File: src/rtl/ipg_pkg.sv
// Package for the interrupt pacing gate: register map, field layout, resets.
// Assumes a 32-bit APB slave with word-aligned registers.
package ipg_pkg;
  localparam int IPG_ADDR_W = 8;
  localparam int IPG_CNT_W = 17;
  // Register byte offsets
  localparam logic [7:0] IPG_OFF_CTRL = 8'h04;
  localparam logic [7:0] IPG_OFF_RELOAD = 8'h08;
  localparam logic [7:0] IPG_OFF_STATUS = 8'h0C;
  localparam logic [7:0] IPG_OFF_MASK = 8'h10;
  localparam logic [7:0] IPG_OFF_COUNT = 8'h14;
  // Field positions
  localparam int IPG_EN_BIT = 0;
  // Values after reset, and the reload field maximum
  localparam logic [16:0] IPG_RELOAD_RST = 17'h00000;
  localparam logic [16:0] IPG_RELOAD_MAX = 17'h1FFFF;
  localparam logic [1:0] IPG_EVT_RST = 2'h0;
  // Decrement rate: CPU clock divided by this; equal to one pclk tick
  localparam int IPG_CPU_DIV = 6;
  localparam int IPG_DEC_CYCLES = 1;
endpackage

File: src/rtl/ipg_gate.sv
// Interrupt pacing gate: merges level requests into one paced CPU line.
// Assumes sources are synchronous to pclk; pclk is the peripheral clock,
// i.e. the CPU clock divided by six, so one decrement per pclk edge.
module ipg_gate #(
  parameter int NUM_SRC = 2
) (
  // Clock and reset
  input wire logic pclk,
  input wire logic presetn,
  // APB slave
  input wire logic psel,
  input wire logic penable,
  input wire logic pwrite,
  input wire logic [ipg_pkg::IPG_ADDR_W-1:0] paddr,
  input wire logic [31:0] pwdata,
  output logic [31:0] prdata,
  output logic pready,
  output logic pslverr,
  // Interrupt sources and outputs
  input wire logic [NUM_SRC-1:0] src_irq,
  output logic combined_irq_out,
  output logic event_irq
);
  import ipg_pkg::*;

  logic combined_irq_enable_bit_q;
  logic [IPG_CNT_W-1:0] interrupt_pacing_reload_q;
  logic [IPG_CNT_W-1:0] hold_cnt_q, hold_cnt_d;
  logic [1:0] evt_status_q, evt_status_d, evt_mask_q;
  logic [31:0] prdata_q;
  logic irq_q;

  // Bus decode; slave answers in the access cycle, no wait states
  wire acc = psel & penable;
  wire wr = acc & pwrite;
  wire rd = acc & ~pwrite;
  wire hit_ctrl = (paddr == IPG_OFF_CTRL);
  wire hit_rel = (paddr == IPG_OFF_RELOAD);
  wire hit_sts = (paddr == IPG_OFF_STATUS);
  wire hit_msk = (paddr == IPG_OFF_MASK);
  wire hit_cnt = (paddr == IPG_OFF_COUNT);
  wire mapped = hit_ctrl | hit_rel | hit_sts | hit_msk | hit_cnt;
  wire en_wr = wr & hit_ctrl;
  wire en_new = pwdata[IPG_EN_BIT];
  wire en_rise = en_wr & en_new & ~combined_irq_enable_bit_q;
  wire any_src = |src_irq;
  wire out_next;
  wire [1:0] evt_set;
  assign pready = 1'b1;
  assign pslverr = acc & ~mapped;
  assign prdata = prdata_q;

  // reload register write, 17 bits kept
  // full 17-bit range up to max
  always_ff @(posedge pclk or negedge presetn) begin
    if (!presetn) begin
      interrupt_pacing_reload_q <= IPG_RELOAD_RST;
    end else if (wr & hit_rel) begin
      interrupt_pacing_reload_q <= pwdata[IPG_CNT_W-1:0] & IPG_RELOAD_MAX;
    end
  end

  // Enable bit storage
  always_ff @(posedge pclk or negedge presetn) begin
    if (!presetn) begin
      combined_irq_enable_bit_q <= 1'b0;
    end else if (en_wr) begin
      combined_irq_enable_bit_q <= en_new;
    end
  end

  // one decrement per pclk, the CPU-over-six tick
  always_comb begin
    hold_cnt_d = hold_cnt_q;
    if (en_rise) begin
      hold_cnt_d = interrupt_pacing_reload_q;
    end else if (hold_cnt_q != '0) begin
      hold_cnt_d = hold_cnt_q - IPG_CNT_W'(IPG_DEC_CYCLES);
    end
  end

  always_ff @(posedge pclk or negedge presetn) begin
    if (!presetn) begin
      hold_cnt_q <= '0;
    end else begin
      hold_cnt_q <= hold_cnt_d;
    end
  end

  // Output gating. The registered output looks one cycle ahead, so a
  // reloading write blocks the line as the count is loaded.
  // non-zero count blocks
  // assert on source, enable and zero count
  // reloaded non-zero count blocks at once
  assign out_next = any_src & (en_wr ? en_new : combined_irq_enable_bit_q)
                    & (hold_cnt_d == '0);

  always_ff @(posedge pclk or negedge presetn) begin
    if (!presetn) begin
      irq_q <= 1'b0;
    end else begin
      irq_q <= out_next;
    end
  end
  // line re-rises after re-enable with pending source
  assign combined_irq_out = irq_q;

  // Sticky events: bit0 line asserted, bit1 reload happened.
  // Set wins over a write-one clear in the same cycle.
  assign evt_set = {en_rise, out_next & ~irq_q};
  always_comb begin
    evt_status_d = evt_status_q;
    if (wr & hit_sts) begin
      evt_status_d = evt_status_q & ~pwdata[1:0];
    end
    evt_status_d = evt_status_d | evt_set;
  end

  always_ff @(posedge pclk or negedge presetn) begin
    if (!presetn) begin
      evt_status_q <= IPG_EVT_RST;
      evt_mask_q <= IPG_EVT_RST;
    end else begin
      evt_status_q <= evt_status_d;
      if (wr & hit_msk) begin
        evt_mask_q <= pwdata[1:0];
      end
    end
  end
  assign event_irq = |(evt_status_q & evt_mask_q);

  // Read data captured at the setup phase edge; unmapped reads zero
  wire [31:0] rd_mux =
    hit_ctrl ? {31'h0, combined_irq_enable_bit_q} :
    hit_rel ? {15'h0, interrupt_pacing_reload_q} :
    hit_sts ? {30'h0, evt_status_q} :
    hit_msk ? {30'h0, evt_mask_q} :
    hit_cnt ? {15'h0, hold_cnt_q} : 32'h0;

  always_ff @(posedge pclk or negedge presetn) begin
    if (!presetn) begin
      prdata_q <= 32'h0;
    end else if (psel & ~penable & ~pwrite) begin
      prdata_q <= rd_mux;
    end
  end

  // Assertions. All but the reset check are switched off during reset,
  // so the first edge after release sees only settled reset values.
  // Reload loads count
  reload_load_a: assert property (
    @(posedge pclk) disable iff (!presetn)
    en_rise |=> hold_cnt_q == $past(interrupt_pacing_reload_q))
    else $error("count not reloaded on enable rise");

  // No reload on second write of one
  no_reload_a: assert property (
    @(posedge pclk) disable iff (!presetn)
    (en_wr & combined_irq_enable_bit_q & hold_cnt_q == '0) |=>
    hold_cnt_q == '0)
    else $error("count reloaded without enable rise");
  // Counting down
  count_down_a: assert property (
    @(posedge pclk) disable iff (!presetn)
    (!en_rise && hold_cnt_q != '0) |=> hold_cnt_q == $past(hold_cnt_q) - 1)
    else $error("count did not decrement");

  // Stays at zero
  zero_hold_a: assert property (
    @(posedge pclk) disable iff (!presetn)
    (!en_rise && hold_cnt_q == '0) |=> hold_cnt_q == '0)
    else $error("count left zero without reload");

  // Blocked while counting
  hold_block_a: assert property (
    @(posedge pclk) disable iff (!presetn)
    hold_cnt_q != '0 |-> !combined_irq_out)
    else $error("output high during holdoff");

  // Asserted when allowed
  irq_assert_a: assert property (
    @(posedge pclk) disable iff (!presetn)
    (any_src && combined_irq_enable_bit_q && hold_cnt_q == '0 && !en_wr)
    |=> $past(hold_cnt_d) != '0 || combined_irq_out)
    else $error("output not asserted");
  // Enable off holds low
  en_off_a: assert property (
    @(posedge pclk) disable iff (!presetn)
    !combined_irq_enable_bit_q |-> !combined_irq_out)
    else $error("output high while disabled");

  // Reload blocks at once; a count of one may end on the next edge,
  // so only the first cycle after the load is checked here
  reload_block_a: assert property (
    @(posedge pclk) disable iff (!presetn)
    (en_rise && interrupt_pacing_reload_q != '0) |=>
    (!combined_irq_out && hold_cnt_q != '0))
    else $error("output slipped through on reload");

  // Reserved reload bits read zero
  reload_rsvd_a: assert property (
    @(posedge pclk) disable iff (!presetn)
    (psel && !penable && !pwrite && hit_rel) |=> prdata[31:17] == '0)
    else $error("reserved reload bits not zero");

  // Any 17-bit value lands, up to the largest
  reload_wr_a: assert property (
    @(posedge pclk) disable iff (!presetn)
    (wr && hit_rel) |=>
    {15'h0, interrupt_pacing_reload_q} == ($past(pwdata) & 32'h0001FFFF))
    else $error("reload write not kept");
  // Reload value is zero in reset
  reload_rst_a: assert property (
    @(posedge pclk)
    !presetn |-> interrupt_pacing_reload_q == IPG_RELOAD_RST)
    else $error("reload not cleared by reset");

  // Zero reload leaves pacing inactive
  zero_reload_a: assert property (
    @(posedge pclk) disable iff (!presetn)
    (en_rise && interrupt_pacing_reload_q == '0) |=> hold_cnt_q == '0)
    else $error("zero reload started a holdoff");

  // Pending source re-raises the line on re-enable with a zero reload
  refire_a: assert property (
    @(posedge pclk) disable iff (!presetn)
    (en_rise && any_src && interrupt_pacing_reload_q == '0) |=>
    combined_irq_out)
    else $error("pending source not re-asserted");
  // No source, no output
  no_src_a: assert property (
    @(posedge pclk) disable iff (!presetn)
    !any_src |=> !combined_irq_out)
    else $error("output high without a source");

  // Disabling write drops the line at once
  dis_drop_a: assert property (
    @(posedge pclk) disable iff (!presetn)
    (en_wr && !en_new) |=> !combined_irq_out)
    else $error("output not dropped on disable");

  // Holdoff span checker. Counts edges since the last reloading enable
  // and keeps what was loaded; one bit wider than the count so it cannot
  // wrap within the longest holdoff, and it saturates after that.
  logic [IPG_CNT_W:0] since_load_q;
  logic [IPG_CNT_W-1:0] load_val_q;
  logic armed_q;
  wire since_full = &since_load_q;

  always_ff @(posedge pclk or negedge presetn) begin
    if (!presetn) begin
      since_load_q <= '0;
      load_val_q <= '0;
      armed_q <= 1'b0;
    end else if (en_rise) begin
      since_load_q <= '0;
      load_val_q <= interrupt_pacing_reload_q;
      armed_q <= 1'b1;
    end else if (!since_full) begin
      since_load_q <= since_load_q + 1'b1;
    end
  end

  // Line cannot rise before the loaded count has run out
  hold_span_a: assert property (
    @(posedge pclk) disable iff (!presetn)
    (armed_q && $rose(combined_irq_out)) |->
    since_load_q >= {1'b0, load_val_q})
    else $error("output rose inside holdoff");
  // Exactly one decrement per pclk tick after a load
  hold_rate_a: assert property (
    @(posedge pclk) disable iff (!presetn)
    (armed_q && since_load_q <= {1'b0, load_val_q}) |->
    hold_cnt_q == load_val_q - since_load_q[IPG_CNT_W-1:0])
    else $error("holdoff rate wrong");
  // Event sets always land, even against a clear
  evt_set_a: assert property (
    @(posedge pclk) disable iff (!presetn)
    (|evt_set) |=> (evt_status_q & $past(evt_set)) == $past(evt_set))
    else $error("status event lost");

  // Write-one clears status bits
  evt_clear_a: assert property (
    @(posedge pclk) disable iff (!presetn)
    (wr && hit_sts && evt_set == 2'h0) |=>
    ({30'h0, evt_status_q} & $past(pwdata)) == 32'h0)
    else $error("status bit not cleared");
  // Unmapped writes change nothing
  bad_addr_a: assert property (
    @(posedge pclk) disable iff (!presetn)
    (wr && !mapped) |=>
    ($stable(interrupt_pacing_reload_q) && $stable(evt_mask_q)))
    else $error("unmapped write took effect");
  // Live count ignores writes
  count_ro_a: assert property (
    @(posedge pclk) disable iff (!presetn)
    (wr && hit_cnt && hold_cnt_q == '0) |=> hold_cnt_q == '0)
    else $error("count register was written");
endmodule

File: config.mk
export PLATFORM = sky130hd
export DESIGN_NAME = ipg_gate
export DESIGN_NICKNAME = d
export VERILOG_FILES = /design/src/rtl/ipg_pkg.sv /design/src/rtl/ipg_gate.sv
export SDC_FILE = /design/constraint.sdc
export NUM_CORES = 1
export LEC_CHECK = 0
export ABC_AREA = 0
export CAP_MARGIN = 20
export CELL_PAD_IN_SITES_DETAIL_PLACEMENT = 0
export CELL_PAD_IN_SITES_GLOBAL_PLACEMENT = 1
export CORE_MARGIN = 2
export CORE_UTILIZATION = 49
export CTS_CLUSTER_SIZE = 8
export DETAILED_ROUTE_END_ITERATION = 16
export DONT_BUFFER_PORTS = 1
export PLACE_DENSITY = 0.83
export SLEW_MARGIN = 5
export SYNTH_ARGS = -nofsm -noshare
export SYNTH_HDL_FRONTEND = slang
export SYNTH_SLANG_ARGS = --single-unit
File: constraint.sdc
create_clock -name pclk -period 8.46 [get_ports pclk]
set_input_delay 0.846 -clock pclk [delete_from_list [all_inputs] [get_ports pclk]]
set_output_delay 0.846 -clock pclk [all_outputs]
set_load 0.03 [all_outputs]
==> results.txt, run 1 <==
Sorting the synthesized cells by area gives the leading types as dfrtp_1 (46%), mux2_2 (6.2%), o21ai_0 (4.4%). TritonCTS created 9 clock buffers. The library cell used as clock root buffer is clkbuf_8. Number of resized instances in the post-cts repair step: 0.

The power share of the clock group is 0.409. Clock-pin slew was measured on the worst setup and hold paths at 0.07 ns. The tools report the number of unique standard cell types used by synthesis as 50. At the later pin of the worst-skew pair, clock insertion delay measures 0.34 ns. TritonCTS built the clock tree. The smallest clock period supported by the final layout is computed as 3.596 ns. The number of endpoints failing setup at the final stage is 0, and the clock tree skew after final layout is 0.008396 ns. The area overhead of the layout relative to synthesis is 7.452%, and the part of the power in registers is 0.428.

The reported net switching power came out at 0.2212 mW. The proportion of register bits with asynchronous set or reset after synthesis is 1.000, and the number of nets in the final layout is 360. Final number of max-transition violations: 0. Setup total negative slack on the finished layout was measured at 0 ns. Type of element capturing the critical path: a flip-flop. The finished cells cover 3319 µm². The tools report the sum of overflow across all layers after global routing as 0. The endpoint identified for the worst register-to-register timing path is evt_status_q[0]$_DFF_PN0_. The run gives 5.03 ns as the minimum setup slack among reg-to-reg paths. The run gives 0 as the hold violation count in the final report. The tools report the data arrival time of the worst path as 3.81 ns.

Detailed placement finished with a half-perimeter wire length of 4905 µm. In this design, the largest share of critical-path delay is due to simple AND/OR/NAND/NOR gates. The tool flagged a number of max-cap violations equal to 0. Row generation in the floorplan step produced 28 rows. For this block, the via count after detailed routing is 2306. Clock tree synthesis found a total of 57 sinks.

The number of antenna diodes was 0. The run gives 2142 as the number of global-route vias before repair. The category of the worst setup path launch point was an input port.

For this run, design rule violations remaining after detail routing come to 0. Setup repair after global routing left no endpoint under its margin. The most used flip-flop cell after synthesis is dfrtp_1. The leakage power figure is 1.432 nW. The instance count on the critical path is 8. The worst reg2reg path depth was 9. The tools report the DRC violation total after the first TritonRoute iteration as 245. The number of hold-repair buffers added at the cts stage is 0.

The mapped cell area was 3089 µm². The type of the worst setup path was in -> reg. The maximum VDD drop is 0.1641 mV.

Among all cell types in the netlist, the one instantiated most often is dfrtp_1. The peak clock frequency supported by timing is 278.1 MHz. For the combinational fraction of design power, the log shows 0.164. The worst slew margin relative to its limit was 0.4360; the first-pass iteration count of the detailed router was 5.

Ranked by instance count, the synthesized netlist is headed by dfrtp_1 (57), nand2_1 (33), o21ai_0 (27). The slowest stage of the critical path belongs to the cell or4_1. The count of flip-flops with a built-in enable after synthesis is 0, and the largest buffer count on any clock path is 2. The tools report the register area share after synthesis as 0.4617. In this run the critical register-to-register path is launched from hold_cnt_q[0]$_DFF_PN0_. The number of antenna violations at the first check in global routing is 0, and the number of buffers added for setup after CTS is 0.

After detailed routing, the number of vias per cell comes to 5.898. Area share of the largest cell type after synthesis: 0.4617. The number of register bits inferred by synthesis came out at 57. The maximum fanout encountered on the critical timing path was 26; the number of warning messages in the yosys log was 0. The path class of the tightest hold or removal check is in -> async. The worst path buffer plus inverter count came out at 1.

The transition time of the tightest slew-check pin is 0.8439 ns, and the total die area is 6956 µm². The floorplan step defined a core boundary enclosing 5991 µm². Entering global routing, the biggest net connects 58 pins.

The synthesized area per cell was 9.776 µm². Port buffering added 0 buffers. For the worst setup path, the data required time is 8.68 ns. The total instance count after detailed placement was 375. The number of placed I/O pins was 83; the die width was 83.40 µm. From bottom edge to top edge, the die measures 83.40 µm.

On the final layout, the worst hold slack is 0.1991 ns. The internal power was 0.5463 mW; the switching share of power was 0.2882. The logs give 316 for the synthesized instance count and 11440 µm for the wire length of the first global-routing pass. The synthesized design spends more area on one cell type than any other, namely dfrtp_1.

Counting stages on the worst path, the most repeated cell is or4_1. In this run the cell area measured after placement is 3075 µm². The critical path goes through or4_1 -> or4_1 -> buf_4 -> o211a_1 -> nor4b_2 -> nand4b_1 -> or4_1 -> o31ai_1. The part of the cycle the worst path needs was 0.4251.

Dividing total power by cell area gives a power density of 231.2 nW/µm². Wires add up to 6977 µm. The run finished with clean final reports.

On the worst path, the slowest cell contributes a delay of 0.68 ns. The detailed-route wire length per cell was 17.84 µm; the number of levels in the clock H-tree was 3. The overall global routing resource usage is 0.2098. The run gives 0.5157 as the effective utilization at floorplan. Once layout is complete, the cells apart from fillers number 391. The share of layout cells above drive strength 1 was 0.1329. The remaining antenna violation count after routing was 0; the routability congestion estimate from global placement was 0.8818.
logic make-up after synthesis:
| logic type | share of synthesized area |
|---|---|
| adders and majority gates | 0.008099 |
| other | 0.002431 |
| xor gates and xnor gates | 0.01985 |
| DFF | 0.4617 |
| muxes | 0.08586 |
| and+or+nand+nor | 0.1912 |
| buffers and inverters | 0.06966 |
| AOI/OAI and AO/OA | 0.1612 |
layout by cell type, fill, tap and decap left out, types with 3 or more instances in the layout:
master      n
or3_1       7
mux2_1      3
dfrtp_1    57
nand3_1     3
buf_4       3
conb_1     16
nor4_1     10
bufinv_16   3
nor2_1     19
clkbuf_8   10
or4_1       7
mux2i_1     4
mux2_2     17
inv_1       7
o32ai_1     3
a21oi_1    10
nand2_1    33
a22oi_1    16
o21a_1      3
o31ai_1     4
xnor2_1     5
o21ai_0    27
nor3_1     10
worst reg2reg max path, cell delays in order, from the launching register on:
cell,delay [ns]
dfrtp_1,0.44
inv_1,0.15
ha_1,0.19
or4b_1,0.57
nor4_4,0.56
mux2i_1,0.18
o32ai_1,0.17
nand4b_1,0.15
or4_1,0.56
o31ai_1,0.35
registers in the layout, summed over array words and instances, names as in the netlist:
name	flops
interrupt_pacing_reload_q	17
combined_irq_enable_bit_q	1
prdata	17
combined_irq_out	1
evt_status_q	2
hold_cnt_q	17
evt_mask_q	2
worst max-delay path by stage:
stage | end | start | slack (ns)
2_1_floorplan | evt_status_q[0]$_DFF_PN0_ | paddr[7] | 4.99
3_3_place_gp | evt_status_q[0]$_DFF_PN0_ | paddr[7] | 4.52
3_5_place_dp | evt_status_q[0]$_DFF_PN0_ | paddr[7] | 4.51
4_1_cts | evt_status_q[0]$_DFF_PN0_ | paddr[7] | 4.88
5_1_grt | interrupt_pacing_reload_q[8]$_DFFE_PN0P_ | paddr[7] | 4.74
6_report | evt_status_q[0]$_DFF_PN0_ | paddr[7] | 4.86
power groups by stage:
stage	Combinational [mW]	Sequential (mW)	Clock, mW
6_report	0.126	0.328	0.314
5_1_grt	0.142	0.332	0.332
2_1_floorplan	0.116	0.318	0
4_1_cts	0.125	0.327	0.319
3_3_place_gp	0.122	0.331	0
3_5_place_dp	0.124	0.332	0
per-stage QoR:
| step | util | power, mW | worst slack [ns] |
|---|---|---|---|
| 2_1_floorplan | - | 0.4341 | 4.987 |
| 3_3_place_gp | 0.5134 | 0.4535 | 4.524 |
| 3_5_place_dp | 0.5134 | 0.4564 | 4.507 |
| 4_1_cts | 0.5541 | 0.7718 | 4.879 |
| 5_1_grt | 0.5541 | 0.8061 | 4.737 |
| 6_report | 0.5541 | 0.7676 | 4.864 |
metal layers:
metal | up-vias | track usage | wire length, µm
met4 | 0 | 0.08942 | 122
met2 | 84 | 0.3065 | 3079
met3 | 10 | 0.04175 | 414
li1 | 1117 | - | -
met1 | 1095 | 0.3031 | 3361
met5 | - | 0 | 0
cell type report:
class | instances | area [µm²]
well taps | 75 | 93.84
flip-flops and latches | 57 | 1426
inverters | 7 | 26.28
fillers | 530 | 2671
repair buffers | 3 | 22.52
multi-input cells | 233 | 1506
clock buffers | 11 | 141.4
clock inverters | 5 | 102.6
Note: power is estimated with default switching activity, not from simulation.
==> run 2: changes to the inputs <==
Settings changed: CORE_UTILIZATION 49 to 48, PLACE_DENSITY 0.83 to 0.81.
Clock period 8.46 ns to 3.6 ns, I/O delays scaled along.
==> run 2 against run 1 <==
  * Final cell count is 2.3% higher
  * Largest cell class unchanged
  * Sequential power up 130%
  * Combinational power grew to 2.7 times the previous value
  * Sequential cell count stayed put
==> results.txt, run 2 (synthesis results as in run 1) <==
The transition time of the tightest slew-check pin works out to 0.8024 ns (-0.04154 ns). TritonCTS built the clock tree. The kind of path behind the tightest hold check was in -> reg. The run gives 505 µm (+22%) as the wire length on met3. Placeable core area: 6277 µm² (+4.8%). In this run the worst setup path begins at hold_cnt_q[0]$_DFF_PN0_. The clock-pin transition on the worst setup and hold timing paths came out at 0.06 ns (about the same). For the overall global routing resource usage, the log shows 0.2121 (+0.002277). The number of buffer cells added on primary ports works out to 0 (unchanged). The floorplan row count is 29 (+3.6%), and the placed standard-cell area is 3115 µm² (+1.3%). Height of the chip: 84.23 µm (+0.99%). The logs give 0.5052 mW (+130%) for the reported net switching power and 0 ns (unchanged) for the total negative setup slack.

The DRC violation total after the first TritonRoute iteration was 153 (-38%). The maximum fanout encountered on the critical timing path came out at 8 (-69%). The critical path required time is 3.82 ns (-4.86 ns).

Switching share of power: 0.2960 (+0.007810). For the worst hold-check slack, the log shows 0.1569 ns (-0.04222 ns). The run gives 3265 µm (-2.9%) as the detailed-routing wirelength on met1.

For this design, the slowest cell found on the critical path is or4b_1. The highest routing layer actually used is met4. The run finished with clean final reports. The part of the power in registers is 0.445 (+0.017). In this run the clock root is driven by a clkbuf_8. The later-pin clock latency in the skew report is 0.33 ns (about the same). The pin count of the biggest net entering global routing was 58 (unchanged).

The detailed-route wire length per cell was 17.43 µm (-2.3%). The effective utilization at floorplan came out at 0.4921 (-0.02354). The run gives 0 (unchanged) as the number of buffers added for setup after CTS. Traced cell by cell, the critical path runs through inv_1 -> ha_1 -> or4b_1 -> nor3_2 -> nor4_1 -> nor4b_2 -> nand4b_1 -> or4_1 -> nor4_1.

The tools report the source of the worst register-to-register timing path as hold_cnt_q[0]$_DFF_PN0_. The area overhead of the layout relative to synthesis was 8.789%. The tools report the data arrival time of the worst path as 3.55 ns (-0.26 ns). The number of resized instances in the post-cts repair step is 0 (unchanged).

Leaving out fill and tap cells, the most frequent cell in the layout is dfrtp_1. Leaving out fill and tap cells, the most frequent cells in the layout are dfrtp_1 (57), nand2_1 (33), o21ai_0 (27). The total die area came out at 7094 µm² (+2.0%). The library cell appearing most often on the critical path is nor4_1. The type of element capturing the critical path was a flip-flop. Setup repair after global routing left no endpoint under its margin.

The logs give 0.3012 mV (+83%) for the maximum VDD drop and 0 (unchanged) for the final number of max-transition violations. The clock period minus final worst setup slack is 3.331 ns, and the sink count of the clock tree is 57 (unchanged). Die width: 84.23 µm (+0.99%). The power density of the placed cells is 507.8 nW/µm² (+120%). The wire length of the first global-routing pass is 11540 µm (+0.84%), and the share of layout cells above drive strength 1 is 0.1455 (+0.01260).

The hold violation count in the final report is 0 (unchanged). The number of antenna diodes is 0 (unchanged). The tools report the number of endpoints failing setup at the final stage as 0 (unchanged). The part of the cycle the worst path needs was 0.9254; the post-DP HPWL was 5082 µm (+3.6%). The worst setup slack after placement is 0.2547 ns (-4.252 ns). The run gives 1.201 mW (+120%) as the internal power. The peak clock frequency supported by timing came out at 300.2 MHz. The via total after detailed routing is 2329 (+1.0%).

The largest buffer count on any clock path is 2 (unchanged). The clock tree skew after final layout was 0.005338 ns (-0.003058 ns); the worst slew margin relative to its limit was 0.4638 (+0.02776). The first-pass iteration count of the detailed router is 5 (unchanged). For the slack of the critical path, the log shows 0.2687 ns (-4.595 ns). STA classifies the critical path startpoint as a flip-flop. The leakage power figure is 1.461 nW (+2.0%), and the number of antenna violations at the first check in global routing is 0 (unchanged). Average vias per placed instance: 5.823 (-1.3%). The critical path is of the reg -> reg type. The delay of the slowest cell on the worst path works out to 0.58 ns (-0.10 ns). The run gives 0.357 (-0.052) as the power share of the clock group. The run gives 3361 µm² (+1.2%) as the finished layout cell area. The total of max-cap violations was 0 (unchanged); the combinational fraction of design power was 0.198 (+0.034). The number of global-route vias before repair was 2246 (+4.9%). For the routability congestion estimate from global placement, the log shows 0.9189 (+4.2%). The number of levels in the clock H-tree was 3 (unchanged). For the total power, the log shows 1.707 mW (+120%).

Number of placed I/O pins: 83 (unchanged). The total detailed-routing wirelength is 6971 µm (about the same). The sum of overflow across all layers after global routing was 0 (unchanged); the number of remaining DRC errors was 0 (unchanged). The run gives 367 (+1.9%) as the number of nets in the final layout. Startpoint of the lowest-slack hold path: pwdata[15]. The remaining antenna violation count after routing was 0 (unchanged). The CTS buffer count is 9 (unchanged). The run gives 3156 µm (+2.5%) as the met2 wirelength from detailed routing.
[run 2: cell type report]
| class | count | area [µm²] |
|---|---|---|
| fill | 589 | 2917 |
| sequential | 57 | 1426 |
| inverter | 7 | 26.28 |
| multi-input combinational | 233 | 1506 |
| clock inverter | 2 | 35.03 |
| tap | 77 | 96.34 |
| timing repair buffer | 10 | 97.59 |
| clock buffer | 14 | 172.7 |
[run 2: power by group through the flow]
stage / clock network (mW) / registers (mW) / logic, mW
global placement: 0 / 0.770 / 0.312
CTS: 0.625 / 0.759 / 0.337
global route: 0.657 / 0.771 / 0.386
detailed placement: 0 / 0.771 / 0.318
floorplan: 0 / 0.747 / 0.273
finish: 0.609 / 0.759 / 0.339
[run 2: final timing paths]
| path | endpoint | slack (ns) | cells after the start |
|---|---|---|---|
| max in group asynchronous | hold_cnt_q[3]$_DFF_PN0_ | 2.78 | 2 |
| worst min-delay path | interrupt_pacing_reload_q[15]$_DFFE_PN0P_ | 0.16 | 1 |
| min in group asynchronous | hold_cnt_q[16]$_DFF_PN0_ | 0.57 | 2 |
| worst min register to register | hold_cnt_q[11]$_DFF_PN0_ | 0.53 | 2 |
| worst max-delay path | combined_irq_out$_DFF_PN0_ | 0.27 | 9 |
| worst max register to register | combined_irq_out$_DFF_PN0_ | 0.27 | 9 |
[run 2: metal layers]
layer / vias up / GRT usage
met5: - / 0
li1: 1139 / -
met3: 4 / 0.05211
met4: 0 / 0.07918
met1: 1114 / 0.3103
met2: 72 / 0.3052
[run 2: repair_timing]
item                                    in CTS  in global routing
hold buffers                                 2                  0
endpoints found under the hold margin       57                  0
endpoints found under the setup margin       0                  0
[run 2: critical path: cells and delay by family, from the launching register on]
| family | cells | cell delay (ns) |
|---|---|---|
| and+or+nand+nor | 7 | 2.45 |
| DFF | 1 | 0.44 |
| adders and majority gates | 1 | 0.20 |
| buffers and inverters | 1 | 0.14 |
[run 2: per-stage QoR]
step,util,std cells
final,0.5354,400
after global routing,0.5354,400
after CTS,0.5354,400
after detailed placement,0.4963,382
after global placement,0.4963,382
after floorplan,-,330
